`src/rtl/stage_ctrl_regs.svh`:
```
// Register offsets, bit positions, reset values and counts of the stage controller
`ifndef STAGE_CTRL_REGS_SVH
`define STAGE_CTRL_REGS_SVH

// ==========================================
// Register offsets
`define ADDR_RUN_CTRL   4'h0
`define ADDR_IN_A_CFG   4'h1
`define ADDR_IN_B_CFG   4'h2
`define ADDR_CAP_LO     4'h3
`define ADDR_CAP_HI     4'h4
`define ADDR_ON_TIME0   4'h5
`define ADDR_ON_TIME1   4'h6
`define ADDR_FINE       4'h7
`define ADDR_STATUS     4'h8

// ==========================================
// Run control bit positions
`define RC_DIV_MSB      7
`define RC_DIV_LSB      6
`define RC_BFM          5
`define RC_AOC_B        4
`define RC_AOC_A        3
`define RC_FOLLOW       2
`define RC_FINISH       1
`define RC_RUN          0

// ==========================================
// Reset values
`define RST_RUN_CTRL    8'h00
`define RST_IN_CFG      8'h00
`define RST_CAP         12'h000
`define RST_ON_TIME     8'h00
`define RST_FINE        4'h0

// ==========================================
// Counts
`define FILTER_SAMPLES  4
`define CYCLE_TOP       12'hFFF
`define DIV1_MASK       6'h00
`define DIV4_MASK       6'h03
`define DIV16_MASK      6'h0F
`define DIV64_MASK      6'h3F

`endif

```
`src/rtl/stage_ctrl_pkg.sv`:
```
// Types shared by the stage controller and its input blocks
package stage_ctrl_pkg;

    // ==========================================
    // Input block configuration, laid out as the register byte
    typedef struct packed {
        logic       capture_enable;
        logic       input_source_sel;
        logic       event_polarity;
        logic       noise_filter_en;
        logic [3:0] fault_retrigger_mode;
    } in_cfg_s;

    // ==========================================
    // Fault and retrigger mode codes
    typedef enum logic [3:0] {
        MODE_OFF        = 4'h0,
        MODE_JUMP_WAIT  = 4'h1,
        MODE_EXEC_WAIT  = 4'h2,
        MODE_EXEC_WHILE = 4'h3,
        MODE_DEACT      = 4'h4,
        MODE_INSERT_DT  = 4'h5,
        MODE_JUMP_WAIT2 = 4'h6,
        MODE_HALT       = 4'h7,
        MODE_RETRIG     = 4'h8,
        MODE_RETRIG_FF  = 4'h9,
        MODE_RETRIG_OFF = 4'hE
    } mode_e;

    // ==========================================
    // Run state, Gray coded along idle, run, finish
    typedef enum logic [1:0] {
        ST_IDLE   = 2'b00,
        ST_RUN    = 2'b01,
        ST_FINISH = 2'b11,
        ST_HALTED = 2'b10
    } run_state_e;

endpackage

```
`src/rtl/fault_input_block.sv`:
```
// One retrigger/fault input block: source select, noise filter, polarity, event
`timescale 1ns/1ps
`include "stage_ctrl_regs.svh"

module fault_input_block
    import stage_ctrl_pkg::*;
(
    // Clock and reset
    input  wire logic    sys_clk,
    input  wire logic    rst,
    // Configuration
    input  wire in_cfg_s cfg,
    // Sources
    input  wire logic    ext_fault_pin,
    input  wire logic    cmp_out,
    // Results
    output logic         raw_active,
    output logic         level_active,
    output logic         event_pulse
);

    logic                            sel_in;
    logic [`FILTER_SAMPLES-2:0]      hist;
    logic [`FILTER_SAMPLES-2:0]      next_hist;
    logic                            lvl;
    logic                            next_lvl;
    logic                            lvl_d;

    // ==========================================
    // source and level
    always_comb begin
        sel_in     = cfg.input_source_sel ? cmp_out : ext_fault_pin;
        raw_active = (sel_in == cfg.event_polarity);
    end

    always_comb begin
        next_hist = {hist[`FILTER_SAMPLES-3:0], sel_in};
        next_lvl  = lvl;
        if (!cfg.noise_filter_en) begin
            next_lvl = sel_in;
        end else if (hist == {(`FILTER_SAMPLES-1){sel_in}}) begin
            next_lvl = sel_in;
        end
    end

    always_ff @(posedge sys_clk or posedge rst) begin
        if (rst) begin
            hist  <= '0;
            lvl   <= 1'b0;
            lvl_d <= 1'b0;
        end else begin
            hist  <= next_hist;
            lvl   <= next_lvl;
            lvl_d <= lvl;
        end
    end

    // Edge in the chosen direction on the filtered level
    always_comb begin
        level_active = (lvl == cfg.event_polarity);
        event_pulse  = (lvl != lvl_d) && (lvl == cfg.event_polarity);
    end

endmodule

```
`src/rtl/stage_ctrl_fault_capture.sv`:
```
// Third power stage: run control, prescaler, flank modulation, fault inputs, capture
// ==========================================
// Notes on behaviour
// - prescaler divides by 1, 4, 16, 64
// - balanced bit adds modulation to on-time 0
// - async B fault acts on out_b1/out_b3
// - async A fault acts on out_a0/out_a2
// - follow_start starts with previous stage chain
// - finish bit completes cycle before halting
// - finish bit ignored while following
// - writing run bit starts the stage
// - run bit prevails over follow_start
// - two identical, independently configured input blocks
// - capture enable makes events capture
// - source select picks pin or comparator
// - polarity picks falling/low or rising/high
// - filter needs four equal samples
// - mode 0 ignores, 1-7 fault behaviours
// - modes 8, 9, 14 are retrigger kinds
// - event loads counter into capture
// - capture read through shared temp nibble
// - capture is read only, writes ignored
`timescale 1ns/1ps
`include "stage_ctrl_regs.svh"

module stage_ctrl_fault_capture
    import stage_ctrl_pkg::*;
(
    // Clock and reset
    input  wire logic       sys_clk,
    input  wire logic       rst,
    // Register port
    input  wire logic [3:0] addr,
    input  wire logic [7:0] wdata,
    input  wire logic       wr,
    input  wire logic       rd,
    output logic      [7:0] rdata,
    // Other stages
    input  wire logic       prev_stage_run,
    input  wire logic       prev_stage_follow,
    input  wire logic       first_stage_run,
    // Fault and retrigger sources
    input  wire logic       ext_fault_pin,
    input  wire logic       cmp_out,
    // Stage outputs
    output logic            out_a0,
    output logic            out_a2,
    output logic            out_b1,
    output logic            out_b3
);

    // ==========================================
    // Declarations
    logic [7:0]  run_ctrl;
    logic [7:0]  next_run_ctrl;
    logic [7:0]  cfg_a;
    logic [7:0]  next_cfg_a;
    logic [7:0]  cfg_b;
    logic [7:0]  next_cfg_b;
    logic [7:0]  on_time0;
    logic [7:0]  next_on_time0;
    logic [7:0]  on_time1;
    logic [7:0]  next_on_time1;
    logic [3:0]  fine;
    logic [3:0]  next_fine;
    logic [3:0]  temp_hi;
    logic [3:0]  next_temp_hi;
    logic [7:0]  next_rdata;
    logic        ctrl_write;

    run_state_e  state;
    run_state_e  next_state;
    logic        start_req;
    logic        cycle_end;

    logic [5:0]  div_cnt;
    logic [5:0]  next_div_cnt;
    logic [5:0]  div_mask;
    logic        tick;
    logic [11:0] cnt;
    logic [11:0] next_cnt;
    logic [3:0]  fine_acc;
    logic [3:0]  next_fine_acc;
    logic        stretch;
    logic        next_stretch;

    logic [11:0] cap;
    logic [11:0] next_cap;

    in_cfg_s     cfg_a_s;
    in_cfg_s     cfg_b_s;
    logic        raw_a;
    logic        raw_b;
    logic        lvl_a;
    logic        lvl_b;
    logic        evt_a;
    logic        evt_b;
    logic        fault_a;
    logic        fault_b;
    logic        kill_a;
    logic        kill_b;
    logic        halt_evt;
    logic        restart;
    logic        cut_a;
    logic        next_cut_a;
    logic        cut_b;
    logic        next_cut_b;

    logic [11:0] len_a;
    logic [11:0] len_b;
    logic        drive_a;
    logic        drive_b;
    logic        next_out_a;
    logic        next_out_b;

    // ==========================================
    // Input blocks
    assign cfg_a_s = in_cfg_s'(cfg_a);
    assign cfg_b_s = in_cfg_s'(cfg_b);

    fault_input_block u_block_a (
        .sys_clk       (sys_clk),
        .rst           (rst),
        .cfg           (cfg_a_s),
        .ext_fault_pin (ext_fault_pin),
        .cmp_out       (cmp_out),
        .raw_active    (raw_a),
        .level_active  (lvl_a),
        .event_pulse   (evt_a)
    );

    fault_input_block u_block_b (
        .sys_clk       (sys_clk),
        .rst           (rst),
        .cfg           (cfg_b_s),
        .ext_fault_pin (ext_fault_pin),
        .cmp_out       (cmp_out),
        .raw_active    (raw_b),
        .level_active  (lvl_b),
        .event_pulse   (evt_b)
    );

    // ==========================================
    // Mode decode; reserved codes fall to no action
    always_comb begin
        fault_a  = (cfg_a_s.fault_retrigger_mode >= MODE_JUMP_WAIT) &&
                   (cfg_a_s.fault_retrigger_mode <= MODE_HALT);
        fault_b  = (cfg_b_s.fault_retrigger_mode >= MODE_JUMP_WAIT) &&
                   (cfg_b_s.fault_retrigger_mode <= MODE_HALT);
        halt_evt = (evt_a && (cfg_a_s.fault_retrigger_mode == MODE_HALT)) ||
                   (evt_b && (cfg_b_s.fault_retrigger_mode == MODE_HALT));
        // plain edge retrigger restarts the counter
        restart  = (evt_a && (cfg_a_s.fault_retrigger_mode == MODE_RETRIG)) ||
                   (evt_b && (cfg_b_s.fault_retrigger_mode == MODE_RETRIG));
        // unsynchronised fault A when async bit set
        kill_a   = fault_a && (run_ctrl[`RC_AOC_A] ? raw_a : lvl_a);
        // unsynchronised fault B when async bit set
        kill_b   = fault_b && (run_ctrl[`RC_AOC_B] ? raw_b : lvl_b);
    end

    // Fixed-frequency retrigger ends on-time of output B only but keeps period
    always_comb begin
        next_cut_a = cut_a;
        next_cut_b = cut_b;
        if (cycle_end || (state == ST_IDLE)) begin
            next_cut_a = 1'b0;
            next_cut_b = 1'b0;
        end
        if ((evt_a && (cfg_a_s.fault_retrigger_mode == MODE_RETRIG_FF)) ||
            (evt_b && (cfg_b_s.fault_retrigger_mode == MODE_RETRIG_FF))) begin
            next_cut_b = 1'b1;
        end
        if ((evt_a && (cfg_a_s.fault_retrigger_mode == MODE_RETRIG_OFF)) ||
            (evt_b && (cfg_b_s.fault_retrigger_mode == MODE_RETRIG_OFF))) begin
            next_cut_a = 1'b1;
            next_cut_b = 1'b1;
        end
    end

    always_ff @(posedge sys_clk or posedge rst) begin
        if (rst) begin
            cut_a <= 1'b0;
            cut_b <= 1'b0;
        end else begin
            cut_a <= next_cut_a;
            cut_b <= next_cut_b;
        end
    end

    // ==========================================
    // Run state
    always_comb begin
        start_req = run_ctrl[`RC_RUN] ||
                    (run_ctrl[`RC_FOLLOW] &&
                     (prev_stage_run || (prev_stage_follow && first_stage_run)));
        ctrl_write = wr && (addr == `ADDR_RUN_CTRL);
        next_state = state;
        case (state)
            ST_IDLE: begin
                if (start_req) begin
                    next_state = ST_RUN;
                end
            end
            ST_RUN: begin
                if (halt_evt) begin
                    next_state = ST_HALTED;
                end else if (!start_req) begin
                    // finish the cycle only when asked
                    if (run_ctrl[`RC_FINISH] && !run_ctrl[`RC_FOLLOW]) begin
                        next_state = ST_FINISH;
                    end else begin
                        next_state = ST_IDLE;
                    end
                end
            end
            ST_FINISH: begin
                if (halt_evt) begin
                    next_state = ST_HALTED;
                end else if (start_req) begin
                    next_state = ST_RUN;
                end else if (cycle_end) begin
                    next_state = ST_IDLE;
                end
            end
            ST_HALTED: begin
                // Waits for software to touch the run control byte
                if (ctrl_write) begin
                    next_state = ST_IDLE;
                end
            end
            default: begin
                next_state = ST_IDLE;
            end
        endcase
    end

    always_ff @(posedge sys_clk or posedge rst) begin
        if (rst) begin
            state <= ST_IDLE;
        end else begin
            state <= next_state;
        end
    end

    // ==========================================
    // Prescaler and waveform counter
    always_comb begin
        // divide by 1, 4, 16 or 64
        case (run_ctrl[`RC_DIV_MSB:`RC_DIV_LSB])
            2'b00:   div_mask = `DIV1_MASK;
            2'b01:   div_mask = `DIV4_MASK;
            2'b10:   div_mask = `DIV16_MASK;
            default: div_mask = `DIV64_MASK;
        endcase
        tick      = ((div_cnt & div_mask) == div_mask);
        cycle_end = tick && (cnt == `CYCLE_TOP);
        next_div_cnt = 6'h00;
        next_cnt     = 12'h000;
        if ((state == ST_RUN) || (state == ST_FINISH)) begin
            next_div_cnt = tick ? 6'h00 : div_cnt + 6'h01;
            next_cnt     = tick ? cnt + 12'h001 : cnt;
            if (restart) begin
                next_div_cnt = 6'h00;
                next_cnt     = 12'h000;
            end
        end else if (state == ST_HALTED) begin
            // Halt freezes the prescaler and counter where they stood
            next_div_cnt = div_cnt;
            next_cnt     = cnt;
        end
    end

    // Flank width modulation: spread the fine value over 16 cycles
    always_comb begin
        next_fine_acc = fine_acc;
        next_stretch  = stretch;
        if (state == ST_IDLE) begin
            next_fine_acc = 4'h0;
            next_stretch  = 1'b0;
        end else if (cycle_end) begin
            {next_stretch, next_fine_acc} = {1'b0, fine_acc} + {1'b0, fine};
        end
    end

    always_ff @(posedge sys_clk or posedge rst) begin
        if (rst) begin
            div_cnt  <= 6'h00;
            cnt      <= 12'h000;
            fine_acc <= 4'h0;
            stretch  <= 1'b0;
        end else begin
            div_cnt  <= next_div_cnt;
            cnt      <= next_cnt;
            fine_acc <= next_fine_acc;
            stretch  <= next_stretch;
        end
    end

    // ==========================================
    // Output waveform; state bit 0 marks run or finish, so a halt drives nothing
    always_comb begin
        // on-time 1 always modulated, on-time 0 only balanced
        len_a = {on_time0, 4'h0} + {11'h000, stretch && run_ctrl[`RC_BFM]};
        len_b = {on_time1, 4'h0} + {11'h000, stretch};
        drive_a = state[0] && (cnt < len_a);
        drive_b = state[0] && ((`CYCLE_TOP - cnt) < len_b);
        next_out_a = drive_a && !cut_a && !kill_a;
        next_out_b = drive_b && !cut_b && !kill_b;
    end

    // Async path skips the filter so a fault lands on the next edge
    always_ff @(posedge sys_clk or posedge rst) begin
        if (rst) begin
            out_a0 <= 1'b0;
            out_a2 <= 1'b0;
            out_b1 <= 1'b0;
            out_b3 <= 1'b0;
        end else begin
            out_a0 <= next_out_a;
            out_a2 <= next_out_a;
            out_b1 <= next_out_b;
            out_b3 <= next_out_b;
        end
    end

    // ==========================================
    // Capture; block A wins when both fire together
    always_comb begin
        next_cap = cap;
        if (evt_a && cfg_a_s.capture_enable) begin
            next_cap = cnt;
        end else if (evt_b && cfg_b_s.capture_enable) begin
            next_cap = cnt;
        end
    end

    always_ff @(posedge sys_clk or posedge rst) begin
        if (rst) begin
            cap <= `RST_CAP;
        end else begin
            cap <= next_cap;
        end
    end

    // ==========================================
    // Register writes; capture offsets take no write
    always_comb begin
        next_run_ctrl = run_ctrl;
        next_cfg_a    = cfg_a;
        next_cfg_b    = cfg_b;
        next_on_time0 = on_time0;
        next_on_time1 = on_time1;
        next_fine     = fine;
        if (wr) begin
            case (addr)
                `ADDR_RUN_CTRL: next_run_ctrl = wdata;
                `ADDR_IN_A_CFG: next_cfg_a    = wdata;
                `ADDR_IN_B_CFG: next_cfg_b    = wdata;
                `ADDR_ON_TIME0: next_on_time0 = wdata;
                `ADDR_ON_TIME1: next_on_time1 = wdata;
                `ADDR_FINE:     next_fine     = wdata[3:0];
                default: begin
                end
            endcase
        end
    end

    always_ff @(posedge sys_clk or posedge rst) begin
        if (rst) begin
            run_ctrl <= `RST_RUN_CTRL;
            cfg_a    <= `RST_IN_CFG;
            cfg_b    <= `RST_IN_CFG;
            on_time0 <= `RST_ON_TIME;
            on_time1 <= `RST_ON_TIME;
            fine     <= `RST_FINE;
        end else begin
            run_ctrl <= next_run_ctrl;
            cfg_a    <= next_cfg_a;
            cfg_b    <= next_cfg_b;
            on_time0 <= next_on_time0;
            on_time1 <= next_on_time1;
            fine     <= next_fine;
        end
    end

    // ==========================================
    // Register reads, data one cycle after the strobe
    always_comb begin
        next_rdata   = 8'h00;
        next_temp_hi = temp_hi;
        if (rd) begin
            case (addr)
                `ADDR_RUN_CTRL: next_rdata = run_ctrl;
                `ADDR_IN_A_CFG: next_rdata = cfg_a;
                `ADDR_IN_B_CFG: next_rdata = cfg_b;
                `ADDR_CAP_LO: begin
                    next_rdata   = cap[7:0];
                    next_temp_hi = cap[11:8];
                end
                `ADDR_CAP_HI:   next_rdata = {4'h0, temp_hi};
                `ADDR_ON_TIME0: next_rdata = on_time0;
                `ADDR_ON_TIME1: next_rdata = on_time1;
                `ADDR_FINE:     next_rdata = {4'h0, fine};
                `ADDR_STATUS:   next_rdata = {4'h0, state == ST_HALTED,
                                              state != ST_IDLE, lvl_b, lvl_a};
                default:        next_rdata = 8'h00;
            endcase
        end
    end

    always_ff @(posedge sys_clk or posedge rst) begin
        if (rst) begin
            rdata   <= 8'h00;
            temp_hi <= 4'h0;
        end else begin
            rdata   <= next_rdata;
            temp_hi <= next_temp_hi;
        end
    end

endmodule

```
`config.mk`:
```
export PLATFORM = sky130hd
export DESIGN_NAME = stage_ctrl_fault_capture
export DESIGN_NICKNAME = d
export VERILOG_FILES = /design/src/rtl/stage_ctrl_pkg.sv /design/src/rtl/fault_input_block.sv /design/src/rtl/stage_ctrl_fault_capture.sv
export VERILOG_INCLUDE_DIRS = /design/src /design/src/rtl
export SDC_FILE = /design/constraint.sdc
export NUM_CORES = 1
export LEC_CHECK = 0
export BUFFER_PORTS_ARGS = -buffer_cell sky130_fd_sc_hd__buf_4
export CAP_MARGIN = 25
export CELL_PAD_IN_SITES_DETAIL_PLACEMENT = 2
export CELL_PAD_IN_SITES_GLOBAL_PLACEMENT = 2
export CORE_ASPECT_RATIO = 1.4
export CORE_MARGIN = 3
export CORE_UTILIZATION = 37
export DETAILED_ROUTE_END_ITERATION = 10
export HOLD_SLACK_MARGIN = 0.15
export PLACE_DENSITY_LB_ADDON = 0.1
export SKIP_CTS_REPAIR_TIMING = 1
export SYNTH_ARGS = -nofsm -noshare
export SYNTH_HDL_FRONTEND = slang
export SYNTH_SLANG_ARGS = --single-unit
```
`constraint.sdc`:
```
create_clock -name sys_clk -period 3 [get_ports sys_clk]
set_input_delay 0.15 -clock sys_clk [delete_from_list [all_inputs] [get_ports sys_clk]]
set_output_delay 0.15 -clock sys_clk [all_outputs]
set_load 0.01 [all_outputs]
```
Word-level counts from Yosys, hierarchy flattened

Index checks and enable logic that the tools add are counted.

Multiplexer cells: 38
Divide/modulo/power cells: 0
Magnitude comparators: 6
Add/sub/neg operators: 6
Bitwise operators: 1
Reduce and logical (&&, ||, !) cells: 58
Equality and inequality tests: 39
Shifts and indexed selects: 0
Multipliers: 0

Operators by type and width:

| operator                 | number |
|---|---|
| $mux W12                 | 6 |
| $pmux W8 S9              | 1 |
| $eq A4 B4 Y1 const B     | 7 |
| $logic_and A1 B1 Y1      | 28 |
| $add A12 B1 Y12          | 2 |
| $eq A4 B3 Y1 const B     | 6 |
| $lt A12 B12 Y1           | 2 |
| $mux W6                  | 4 |
| $pmux W6 S3              | 1 |
| $mux W2                  | 8 |
| $reduce_and A2 Y1        | 8 |
| $mux W1                  | 14 |
| $add A12 B1 Y12 const B  | 1 |
| $eq A12 B12 Y1 const B   | 1 |
| $sub A12 B12 Y12 const A | 1 |
| $eq A4 B2 Y1 const B     | 2 |
| $ge A4 B1 Y1 const B     | 2 |
| $le A4 B3 Y1 const B     | 2 |
| $logic_or A1 B1 Y1       | 8 |
| $mux W4                  | 2 |
| $mux W8                  | 1 |
| $pmux W2 S4              | 1 |
| $reduce_bool A2 Y1       | 4 |
| $add A6 B1 Y6 const B    | 1 |
| 18 further kinds         | 35 |

Latch bits: 0
Register bits after elaboration: 107
Memory bits (writable): 0
Output and inout port bits: 12
ROM bits: 0
Memories: 0
Word-level logic and storage cells: 172
Input port bits: 21

Longest topological paths before layout

Gate-level depths: netlist (run 1).

Depth after elaboration: 9
Depth in mapped cells: 7
Mapped depth without buffers: 7

Cells and area by module

A second synthesis (run 1) with hierarchy kept.

Cells, all modules: 532
Area total of the unflattened synthesis: 5570.3 µm²

Modules (own cells, without submodules):

| module                   | area an instance (µm²) | seq. area each (µm²) | cells each | times used |
|---|---|---|---|---|
| stage_ctrl_fault_capture | 5157.4                 | 2427.3               | 494        | 1 |
| fault_input_block        | 206.4                  | 125.1                | 19         | 2 |

Worst setup path after synthesis (run 1)

Ideal clock, no wire load.

Path type: reg-to-reg
From: register u_block_a.lvl
To: register cnt[11]
Clock period less this slack: 1.665 ns
Library setup time: 0.135 ns
Path slack: 1.335 ns
Cell stages (with the launch flop): 8
Required time: 2.865 ns
Data arrival time: 1.530 ns
Path buffers: 2
Path through: dfrtp_1 -> nor3b_1 -> o21ai_2 -> o221a_1 -> buf_6 -> buf_8 -> a31oi_1 -> a31oi_1

Word-level cells in the longest chain between the ends: 6
Elaborated cells between the ends (all ways): 9
Those cells by class: eq/ne: 3; mux: 2; reduce/logical: 4

Ends and longest elaborated chain:

| what                                                                  | line                            | RTL |
|---|---|---|
| start: declaration                                                    | fault_input_block.sv:25         | `logic lvl;` |
| start signal: assignment                                              | fault_input_block.sv:53         | `lvl <= next_lvl;` |
| $ne A1 B1 Y1 / $eq A1 B1 Y1 (equally long branches)                   | fault_input_block.sv:61         | `event_pulse = (lvl != lvl_d) && (lvl == cfg.event_polarity);` |
| $logic_and A1 B1 Y1 (*)                                               | fault_input_block.sv:61         |  |
| $logic_and A1 B1 Y1 (*)                                               | stage_ctrl_fault_capture.sv:153 | `restart = (evt_a && (cfg_a_s.fault_retrigger_mode == MODE_RETRIG)) \|\|` |
| $logic_or A1 B1 Y1 (*)                                                | stage_ctrl_fault_capture.sv:153 |  |
| $ne A3 B3 Y1 (no source line) / $mux W12 (equally long branches)      | --                              |  |
| $reduce_and A2 Y1 (no source line) / $mux W12 (equally long branches) | --                              |  |
| end signal: assignment                                                | stage_ctrl_fault_capture.sv:293 | `cnt <= next_cnt;` |
| end: declaration                                                      | stage_ctrl_fault_capture.sv:80  | `logic [11:0] cnt;` |

Every way passes the cells marked *; elsewhere a longest branch is shown, timed or not.
A chain may end at the register's enable or synchronous reset.

Worst setup path in the final report (run 1)

From: register u_block_b.lvl
To: register cnt[11]

Word-level cells in the longest chain between the ends: 6
Elaborated cells between the ends (all ways): 9
Those cells by class: eq/ne: 3; mux: 2; reduce/logical: 4

Ends and longest elaborated chain:

| what                                                                  | line                            | RTL |
|---|---|---|
| start: declaration                                                    | fault_input_block.sv:25         |  |
| start signal: assignment                                              | fault_input_block.sv:53         |  |
| $ne A1 B1 Y1 / $eq A1 B1 Y1 (equally long branches)                   | fault_input_block.sv:61         |  |
| $logic_and A1 B1 Y1 (*)                                               | fault_input_block.sv:61         |  |
| $logic_and A1 B1 Y1 (*)                                               | stage_ctrl_fault_capture.sv:154 | `(evt_b && (cfg_b_s.fault_retrigger_mode == MODE_RETRIG));` |
| $logic_or A1 B1 Y1 (*)                                                | stage_ctrl_fault_capture.sv:153 |  |
| $ne A3 B3 Y1 (no source line) / $mux W12 (equally long branches)      | --                              |  |
| $reduce_and A2 Y1 (no source line) / $mux W12 (equally long branches) | --                              |  |

Marked as above.

==> impl_metrics.py, run 1 <==
metrics = {
    "clock_network": {
        "htree_levels": 3,
        "clkTransAtPathRegs_ns": 0.07,
        "worstSkewPairLatency_ns": 0.36,
        "clockBufferDepth": 2,
        "cts.sinks": 107,
        "cts_tree": "yes",
        "cts_buffers": 9,
        "root_buffer": "clkbuf_16",
    },
    "setup_path": {
        "path_max_fanout": 15,
        "required_ns": 3.27,
        "end_kind": "flip-flop",
        "r2r_cells": 6,
        "regToRegStartpoint": "u_block_b.lvl",
        "start_kind": "flip-flop",
        "worstSetupPathType": "reg -> reg",
        "startpoint": "u_block_b.lvl",
        "crit_arrival_ns": 2.58,
    },
    "floorplan": {
        "core_um2": 15100,
        "ios": 33,
        "die-area_um2": 16900,
        "rows": 53,
        "die-height_um": 153,
        "die_x_um": 111,
        "initial_core_util_pct": 37.7,
    },
    "run": {
        "cap_violations": 0,
    },
    "placement": {
        "place_area_um2": 6100,
        "dp.cells": 740,
        "port_buffers": 32,
        "pre_cts_slack_ns": 0.748,
        "post-dp-hpwl_um": 14600,
        "gp_congestion": 0.847,
    },
    "global_route": {
        "grt_start_max_net_pins": 56,
        "grt_pass1_wl_um": 29900,
        "track_usage_pct": 23.4,
        "antenna_found_initial": 0,
        "grt_remaining_overflow": 0,
        "grt_pass1_vias": 4908,
    },
    "timing": {
        "worst_pin_slew_ns": 0.789,
        "slew_headroom_pct": 47.4,
        "hold_viol_final": 0,
        "period_needed_ns": 2.30,
        "fin_crit_sh_pct": 76.8,
        "max_freq_mhz": 434,
        "holdWs_ns": 0.156,
        "drv_slew": 0,
        "skew_ns": 0.0106,
        "fin_tns_setup_ns": 0,
        "setup-violations-final": 0,
        "rsz0062_at_grt": "false",
        "fin_ws_ns": 0.696,
    },
    "hold_path": {
        "worstHoldPathCells": 3,
        "hp-start": "addr[3]",
        "hold_path_class": "in -> reg",
    },
    "final_layout": {
        "finalCoreUtilization_pct": 43.3,
        "finalNonFillerCells": 767,
        "antenna_cells": 0,
        "drive_above_1_share_pct": 21.2,
        "nets": 614,
        "area_growth_pct": 14.8,
        "finish.instance_area_um2": 6520,
    },
    "logic_synthesis": {
        "yosysTopAreaCellShare_pct": 47.1,
        "syn-num-nets": 575,
        "synthArstFlopShare_pct": 100,
        "synth_top_family_by_area": "compound AO/OA/AOI/OAI gates",
        "ys_ff_latch": 107,
        "ys_top_cells_by_count": "dfrtp_1, mux2_2, nand2_1",
        "synth_most_common_cell": "dfrtp_1",
        "synth_edf_count": 0,
        "synth.area.mux_share_pct": 13.3,
        "syn_inst": 531,
        "synth_compound_area_share_pct": 16.0,
        "synth_ff_type": "dfrtp_1",
        "seq_area_frac_synth_pct": 47.1,
        "synthTopCellsByArea": "dfrtp_1, mux2_2, ha_1",
        "yosysWarnings": 0,
        "yosys.area_share.simple_pct": 12.6,
        "ys_types": 73,
        "synth_top_cell_by_area": "dfrtp_1",
        "synth_xor_area_share_pct": 1.23,
        "synthesis.area_um2": 5680,
        "syn_avg_cell_area_um2": 10.7,
        "synth_fa_ha_area_share_pct": 5.20,
    },
    "power": {
        "totalPowerFinal_mw": 4.63,
        "p_leak_nw": 2.95,
        "powerDensity_nw_per_um2": 711,
        "peakVddDrop_mv": 0.242,
    },
    "routing": {
        "dr_total_vias": 4439,
        "drc": 0,
        "wl_um": 19300,
        "drtPass1Iterations": 4,
        "drtIter0Drc": 298,
        "avgViaCountPerCell": 5.79,
        "ant_nets": 0,
        "wl_per_cell_um": 25.2,
    },
    "run_status": {
        "status": "complete, no violations",
    },
}
## final cells by class
type	instances	area, um2
clock buffers	11	233
clock inverters	5	77.6
flip-flops and latches	107	2680
repair buffers	49	408
inverters	36	138
well taps	192	240
multi-input cells	367	2750
fillers	1573	8530
## cell usage in the layout, fill, tap and decap left out, types with 3 or more instances in the layout
cell type        n
a21oi_2          4
nor2_1          27
inv_1           35
nand4_1          9
a211oi_1         3
nand3_1         12
xnor2_1          4
mux2i_1         15
a32o_1           5
nor3_1           9
o32ai_1          3
nor3b_1          5
and3_1           3
or3_1            3
buf_4           37
mux2_2          50
a31oi_1          9
a21oi_1         23
clkbuf_16        9
dfrtp_1        107
ha_1            22
o21ai_1          7
o21ai_0         33
o21bai_1         4
nor2b_1          7
a21o_1           7
o211ai_1         3
a22o_1           3
dlygate4sd3_1   11
a22oi_1          3
nand2_1         40
xor2_1           4
and3b_1          3
## where the power goes
group | leakage, nW | switching (mW) | internal (mW)
Clock | 0.150 | 0.552 | 0.731
Combinational | 1.43 | 0.755 | 0.557
Sequential | 1.37 | 0.341 | 1.70
## critical path: stages, from the launching register on
cell and delay, ns:
dfrtp_1 0.48, and3b_1 0.26, o21ai_2 0.24, o221a_1 0.74, buf_4 0.25, a31oi_1 0.07
a31oi_1 0.16
## registers in the layout (all words and copies together) (netlist names), 2 cells and up
signal,flops
cap,12
cfg_a,8
cfg_b,8
cnt,12
div_cnt,6
fine,4
fine_acc,4
on_time0,8
on_time1,8
rdata,8
run_ctrl,8
state,2
temp_hi,4
u_block_a.hist,3
u_block_b.hist,3
## layer usage
metal	vias to the layer above	wire length (um)	track usage, %
li1	2017	-	-
met1	2322	7800	27.3
met2	67	10400	42.9
met3	33	400	2.50
met4	0	714	10.4
met5	-	0	0
## cells by family (layout without fill, tap and decap cells)
logic type                 Yosys count  after routing
and+or+nand+nor                    135            135
buffers and inverters               57            101
AOI/OAI and AO/OA                  134            134
DFF                                107            107
xor gates and xnor gates             8              8
adders and majority gates           23             23
muxes                               67             67
## worst paths after layout
kind | end | slack (ns)
hold reg to reg | u_block_a.hist[1] | 0.40
max in group asynchronous | cnt[9] | 1.77
min in group asynchronous | cfg_b[3] | 0.47
setup reg to reg | cnt[11] | 0.70
hold / removal | rdata[1] | 0.16
setup / recovery | cnt[11] | 0.70
(Power assumes the default switching activity.)
==> run 2, diff against run 1 <==
==> constraint.sdc (replaced) <==
create_clock -name sys_clk -period 1.97 [get_ports sys_clk]
set_input_delay 0.0985 -clock sys_clk [delete_from_list [all_inputs] [get_ports sys_clk]]
set_output_delay 0.0985 -clock sys_clk [all_outputs]
set_load 0.01 [all_outputs]
==> impl_metrics.py, run 2 (synthesis gave the netlist of run 1 again) <==
metrics = {
    "run_status": {
        "status": "complete, no violations",
    },
    "floorplan": {
        "initial_core_util_pct": 37.7,
        "die_x_um": 111,
        "ios": 33,
        "die-area_um2": 16900,
        "die-height_um": 153,
        "rows": 53,
        "core_um2": 15100,
    },
    "power": {
        "p_switching_mw": 2.59,
        "pwr-share-seq_pct": 41.5,
        "powerDensity_nw_per_um2": 1070,
        "clockPowerShare_pct": 27.6,
        "p_leak_nw": 3.13,
        "intPower_mw": 4.72,
        "p_comb_share_pct": 30.9,
        "totalPowerFinal_mw": 7.31,
        "switching_share_pct": 35.4,
        "peakVddDrop_mv": 0.537,
    },
    "final_layout": {
        "area_growth_pct": 20.4,
        "final_cell_mix": "dfrtp_1, buf_4, mux2_2",
        "top_regs": "cap x12, cnt x12",
        "layout.cells.most_common": "dfrtp_1",
        "nets": 648,
        "antenna_cells": 0,
        "drive_above_1_share_pct": 26.1,
    },
    "global_route": {
        "grt_pass1_wl_um": 30900,
        "antenna_found_initial": 0,
        "grt_remaining_overflow": 0,
        "grt_pass1_vias": 5099,
        "track_usage_pct": 23.9,
        "grt_start_max_net_pins": 36,
    },
    "setup_path": {
        "regToRegStartpoint": "on_time0[5]",
        "crit_arrival_ns": 2.18,
        "path_max_fanout": 2,
        "rrSetupSlack_ns": 0.04,
        "start_kind": "flip-flop",
        "r2r_cells": 5,
        "worstSetupPathType": "reg -> reg",
        "timing.critical_path.to": "rdata[5]",
        "startpoint": "on_time0[5]",
        "end_kind": "flip-flop",
        "timing.rr.end": "rdata[5]",
        "required_ns": 2.21,
    },
    "placement": {
        "port_buffers": 32,
        "gp_congestion": 0.868,
        "post-dp-hpwl_um": 15000,
    },
    "clock_network": {
        "root_buffer": "clkbuf_16",
        "clkTransAtPathRegs_ns": 0.08,
        "cts.sinks": 107,
        "clockBufferDepth": 2,
        "cts_tree": "yes",
        "htree_levels": 3,
        "cts_buffers": 9,
        "worstSkewPairLatency_ns": 0.36,
    },
    "routing": {
        "drtIter0Drc": 165,
        "ant_nets": 0,
        "wl_per_cell_um": 24.5,
        "wl_um": 19600,
        "avgViaCountPerCell": 5.70,
        "drc": 0,
        "dr_total_vias": 4569,
        "drtPass1Iterations": 5,
    },
    "timing": {
        "hold_viol_final": 0,
        "skew_ns": 0.00871,
        "period_needed_ns": 1.93,
        "setup-violations-final": 0,
        "fin_crit_sh_pct": 98.0,
        "slew_headroom_pct": 55.5,
        "drv_slew": 0,
        "worst_pin_slew_ns": 0.666,
        "max_freq_mhz": 518,
        "holdWs_ns": 0.167,
    },
    "hold_path": {
        "hold_path_class": "in -> reg",
    },
    "run": {
        "cap_violations": 0,
    },
}
[run 2: cell count changes in the layout (fill, tap and decap cells not counted), sizes merged]
cell | before | now
buf | 38 | 69
dlygate4sd3 | 11 | 14
clkbuf | 11 | 10
clkinv | 2 | 3
[run 2: per-layer routing]
layer | part of all wire [%] | vias to the layer above | global-route usage [%]
met3 | 2.7 | 35 | 3.89
met2 | 54 | 84 | 42.5
met1 | 40 | 2369 | 28.1
li1 | - | 2081 | -
met4 | 3.8 | 0 | 11.1
met5 | 0 | - | 0
[run 2: worst max-delay path, stage by stage (launching register included)]
cell           delay, ns
dfrtp_1             0.38
buf_4               0.15
mux2_2              0.27
a222oi_1            0.35
nor3b_1             0.09
dlygate4sd3_1       0.57
[run 2: worst min path at each step]
stage	from	to	slack, ns	cells past startpoint
after floorplan	wdata[0]	on_time0[0]	0.22	2
after global placement	rst	run_ctrl[3]	0.22	2
after detailed placement	rst	run_ctrl[3]	0.25	2
after CTS	rst	fine_acc[2]	-0.14	2
after global routing	cmp_out	u_block_a.hist[0]	0.16	4
final	cmp_out	u_block_a.hist[0]	0.17	4
[run 2: layout make-up]
cell class | instances | area [um2]
clock buffer | 10 | 239
clock inverter | 6 | 87.6
fill | 1567 | 8210
inverter | 36 | 139
multi-input combinational | 367 | 2760
sequential | 107 | 2680
tap | 192 | 240
timing repair buffer | 83 | 691
[run 2: power groups by stage]
stage | combinational [mW] | sequential [mW] | clock (mW)
floorplan | 1.42 | 2.90 | 0
CTS | 2.22 | 3.03 | 2.07
detailed placement | 2.20 | 3.07 | 0
finish | 2.26 | 3.04 | 2.02
global placement | 2.11 | 3.04 | 0
global route | 2.50 | 3.09 | 2.16
[run 2: stage by stage]
step	instances	setup slack [ns]	util, %	cell area, um2	TNS, ns
final	801	0.0388	45.4	6840	0
after global routing	801	-0.00880	45.4	6840	-0.0102
after CTS	787	-0.00310	44.3	6670	-0.00521
after detailed placement	771	0.0162	42.1	6340	0
after global placement	771	0.115	42.1	6340	0
after floorplan	531	0.305	-	5680	0
==> run 3, diff against run 2 <==
==> constraint.sdc (replaced) <==
create_clock -name sys_clk -period 1.6 [get_ports sys_clk]
set_input_delay 0.08 -clock sys_clk [delete_from_list [all_inputs] [get_ports sys_clk]]
set_output_delay 0.08 -clock sys_clk [all_outputs]
set_load 0.01 [all_outputs]
==> impl_metrics.py, run 3 (synthesis gave the netlist of run 1 again) <==
metrics = {
    "setup_path": {
        "crit_arrival_ns": 2.07,
        "timing.rr.end": "cap[3]",
        "worstSetupPathType": "reg -> reg",
        "start_kind": "flip-flop",
        "path_max_fanout": 6,
        "r2r_cells": 6,
        "required_ns": 1.84,
        "regToRegStartpoint": "cfg_b[5]",
        "end_kind": "flip-flop",
        "rrSetupSlack_ns": -0.22,
    },
    "power": {
        "intPower_mw": 6.29,
        "pwr-share-seq_pct": 37.8,
        "p_leak_nw": 3.53,
        "p_switching_mw": 3.69,
        "p_comb_share_pct": 39.1,
        "peakVddDrop_mv": 0.710,
        "switching_share_pct": 37.0,
        "clockPowerShare_pct": 23.1,
        "powerDensity_nw_per_um2": 1300,
    },
    "global_route": {
        "grt_pass1_wl_um": 32000,
        "track_usage_pct": 24.7,
        "antenna_found_initial": 0,
        "grt_remaining_overflow": 0,
        "grt_pass1_vias": 5417,
        "grt_start_max_net_pins": 66,
    },
    "clock_network": {
        "clockBufferDepth": 2,
        "htree_levels": 3,
        "clkTransAtPathRegs_ns": 0.08,
        "worstSkewPairLatency_ns": 0.36,
        "cts_buffers": 9,
        "root_buffer": "clkbuf_16",
        "cts_tree": "yes",
        "cts.sinks": 107,
    },
    "floorplan": {
        "die-height_um": 153,
        "die_x_um": 111,
        "die-area_um2": 16900,
        "initial_core_util_pct": 37.7,
        "ios": 33,
        "rows": 53,
        "core_um2": 15100,
    },
    "routing": {
        "ant_nets": 0,
        "wl_per_cell_um": 25.5,
        "wl_um": 22300,
        "drtIter0Drc": 215,
        "drc": 0,
        "avgViaCountPerCell": 5.64,
        "dr_total_vias": 4930,
        "drtPass1Iterations": 5,
    },
    "final_layout": {
        "drive_above_1_share_pct": 39.1,
        "area_growth_pct": 35.5,
        "finalNonFillerCells": 874,
        "antenna_cells": 0,
        "nets": 721,
        "top_regs": "cap x12, cnt x12",
        "layout.cells.most_common": "buf_4",
        "final_cell_mix": "buf_4, dfrtp_1, nand2_1",
    },
    "timing": {
        "hold_viol_final": 0,
        "slew_headroom_pct": 57.8,
        "skew_ns": 0.0105,
        "rsz0062_at_grt": "true",
        "setup-violations-final": 37,
        "worst_pin_slew_ns": 0.629,
        "period_needed_ns": 1.82,
        "drv_slew": 0,
        "max_freq_mhz": 548,
        "fin_ws_ns": -0.225,
        "fin_crit_sh_pct": 114,
    },
    "hold_path": {
        "hp-start": "prev_stage_run",
        "hold_path_class": "in -> reg",
        "worstHoldPathCells": 5,
        "hold_end": "state[1]",
    },
    "placement": {
        "post-dp-hpwl_um": 15600,
        "dp.cells": 818,
        "port_buffers": 32,
        "gp_congestion": 0.877,
        "pre_cts_slack_ns": -0.185,
    },
    "run_status": {
        "violations": "negative setup slack",
        "status": "complete, but fails checks",
    },
    "run": {
        "cap_violations": 0,
    },
}
[run 3: power by group through the flow]
stage	Combinational, mW	Clock [mW]	Sequential, mW
after CTS	3.23	2.36	3.70
after floorplan	1.76	0	3.57
final	3.90	2.30	3.77
after global routing	4.20	2.49	3.81
after detailed placement	3.19	0	3.75
after global placement	3.05	0	3.71
[run 3: metrics by stage]
| stage | hold slack [ns] | total power [mW] | util [%] | setup TNS, ns | area, um2 |
|---|---|---|---|---|---|
| finish | 0.120 | 9.97 | 51.1 | -5.23 | 7700 |
| global placement | 0.00160 | 6.76 | 44.8 | -0.934 | 6750 |
| global route | 0.164 | 10.5 | 51.1 | -7.94 | 7700 |
| floorplan | 0.197 | 5.33 | - | -0.00736 | 5690 |
| detailed placement | 0.00394 | 6.94 | 44.8 | -2.27 | 6750 |
| CTS | -0.391 | 9.28 | 46.8 | -3.12 | 7040 |
[run 3: worst max path at each step]
stage / startpoint / endpoint / slack, ns / cells after the start
2_1_floorplan: cfg_b[2] / cnt[11] / -0.007 / 6
3_3_place_gp: u_block_a.lvl / cnt[11] / -0.11 / 7
3_5_place_dp: u_block_b.lvl / cnt[2] / -0.18 / 7
4_1_cts: cfg_b[5] / cnt[2] / -0.21 / 7
5_1_grt: cfg_b[5] / cap[3] / -0.26 / 6
6_report: cfg_b[5] / cap[3] / -0.22 / 6
[run 3: final cells by class]
class                   instances  area, um2
repair buffers                156       1310
inverters                      36        139
clock buffers                  10        229
clock inverters                 6       66.3
flip-flops and latches        107       2680
fillers                      1515       7360
multi-input cells             367       3040
well taps                     192        240
[run 3: per-layer routing]
| metal | vias to the layer above | share of wire, % | GRT usage (%) |
|---|---|---|---|
| met4 | 0 | 4.2 | 9.45 |
| met2 | 93 | 55 | 46.0 |
| met1 | 2574 | 38 | 27.7 |
| met5 | - | 0 | 0 |
| met3 | 49 | 2.9 | 4.21 |
| li1 | 2214 | - | - |
[run 3: worst max-delay path, stage by stage, from the launching register on]
cell and delay (ns):
dfrtp_1 0.44, and3b_2 0.25, buf_4 0.14, o21ai_1 0.20, nand2_2 0.16, clkbuf_16 0.21, mux2_4 0.30
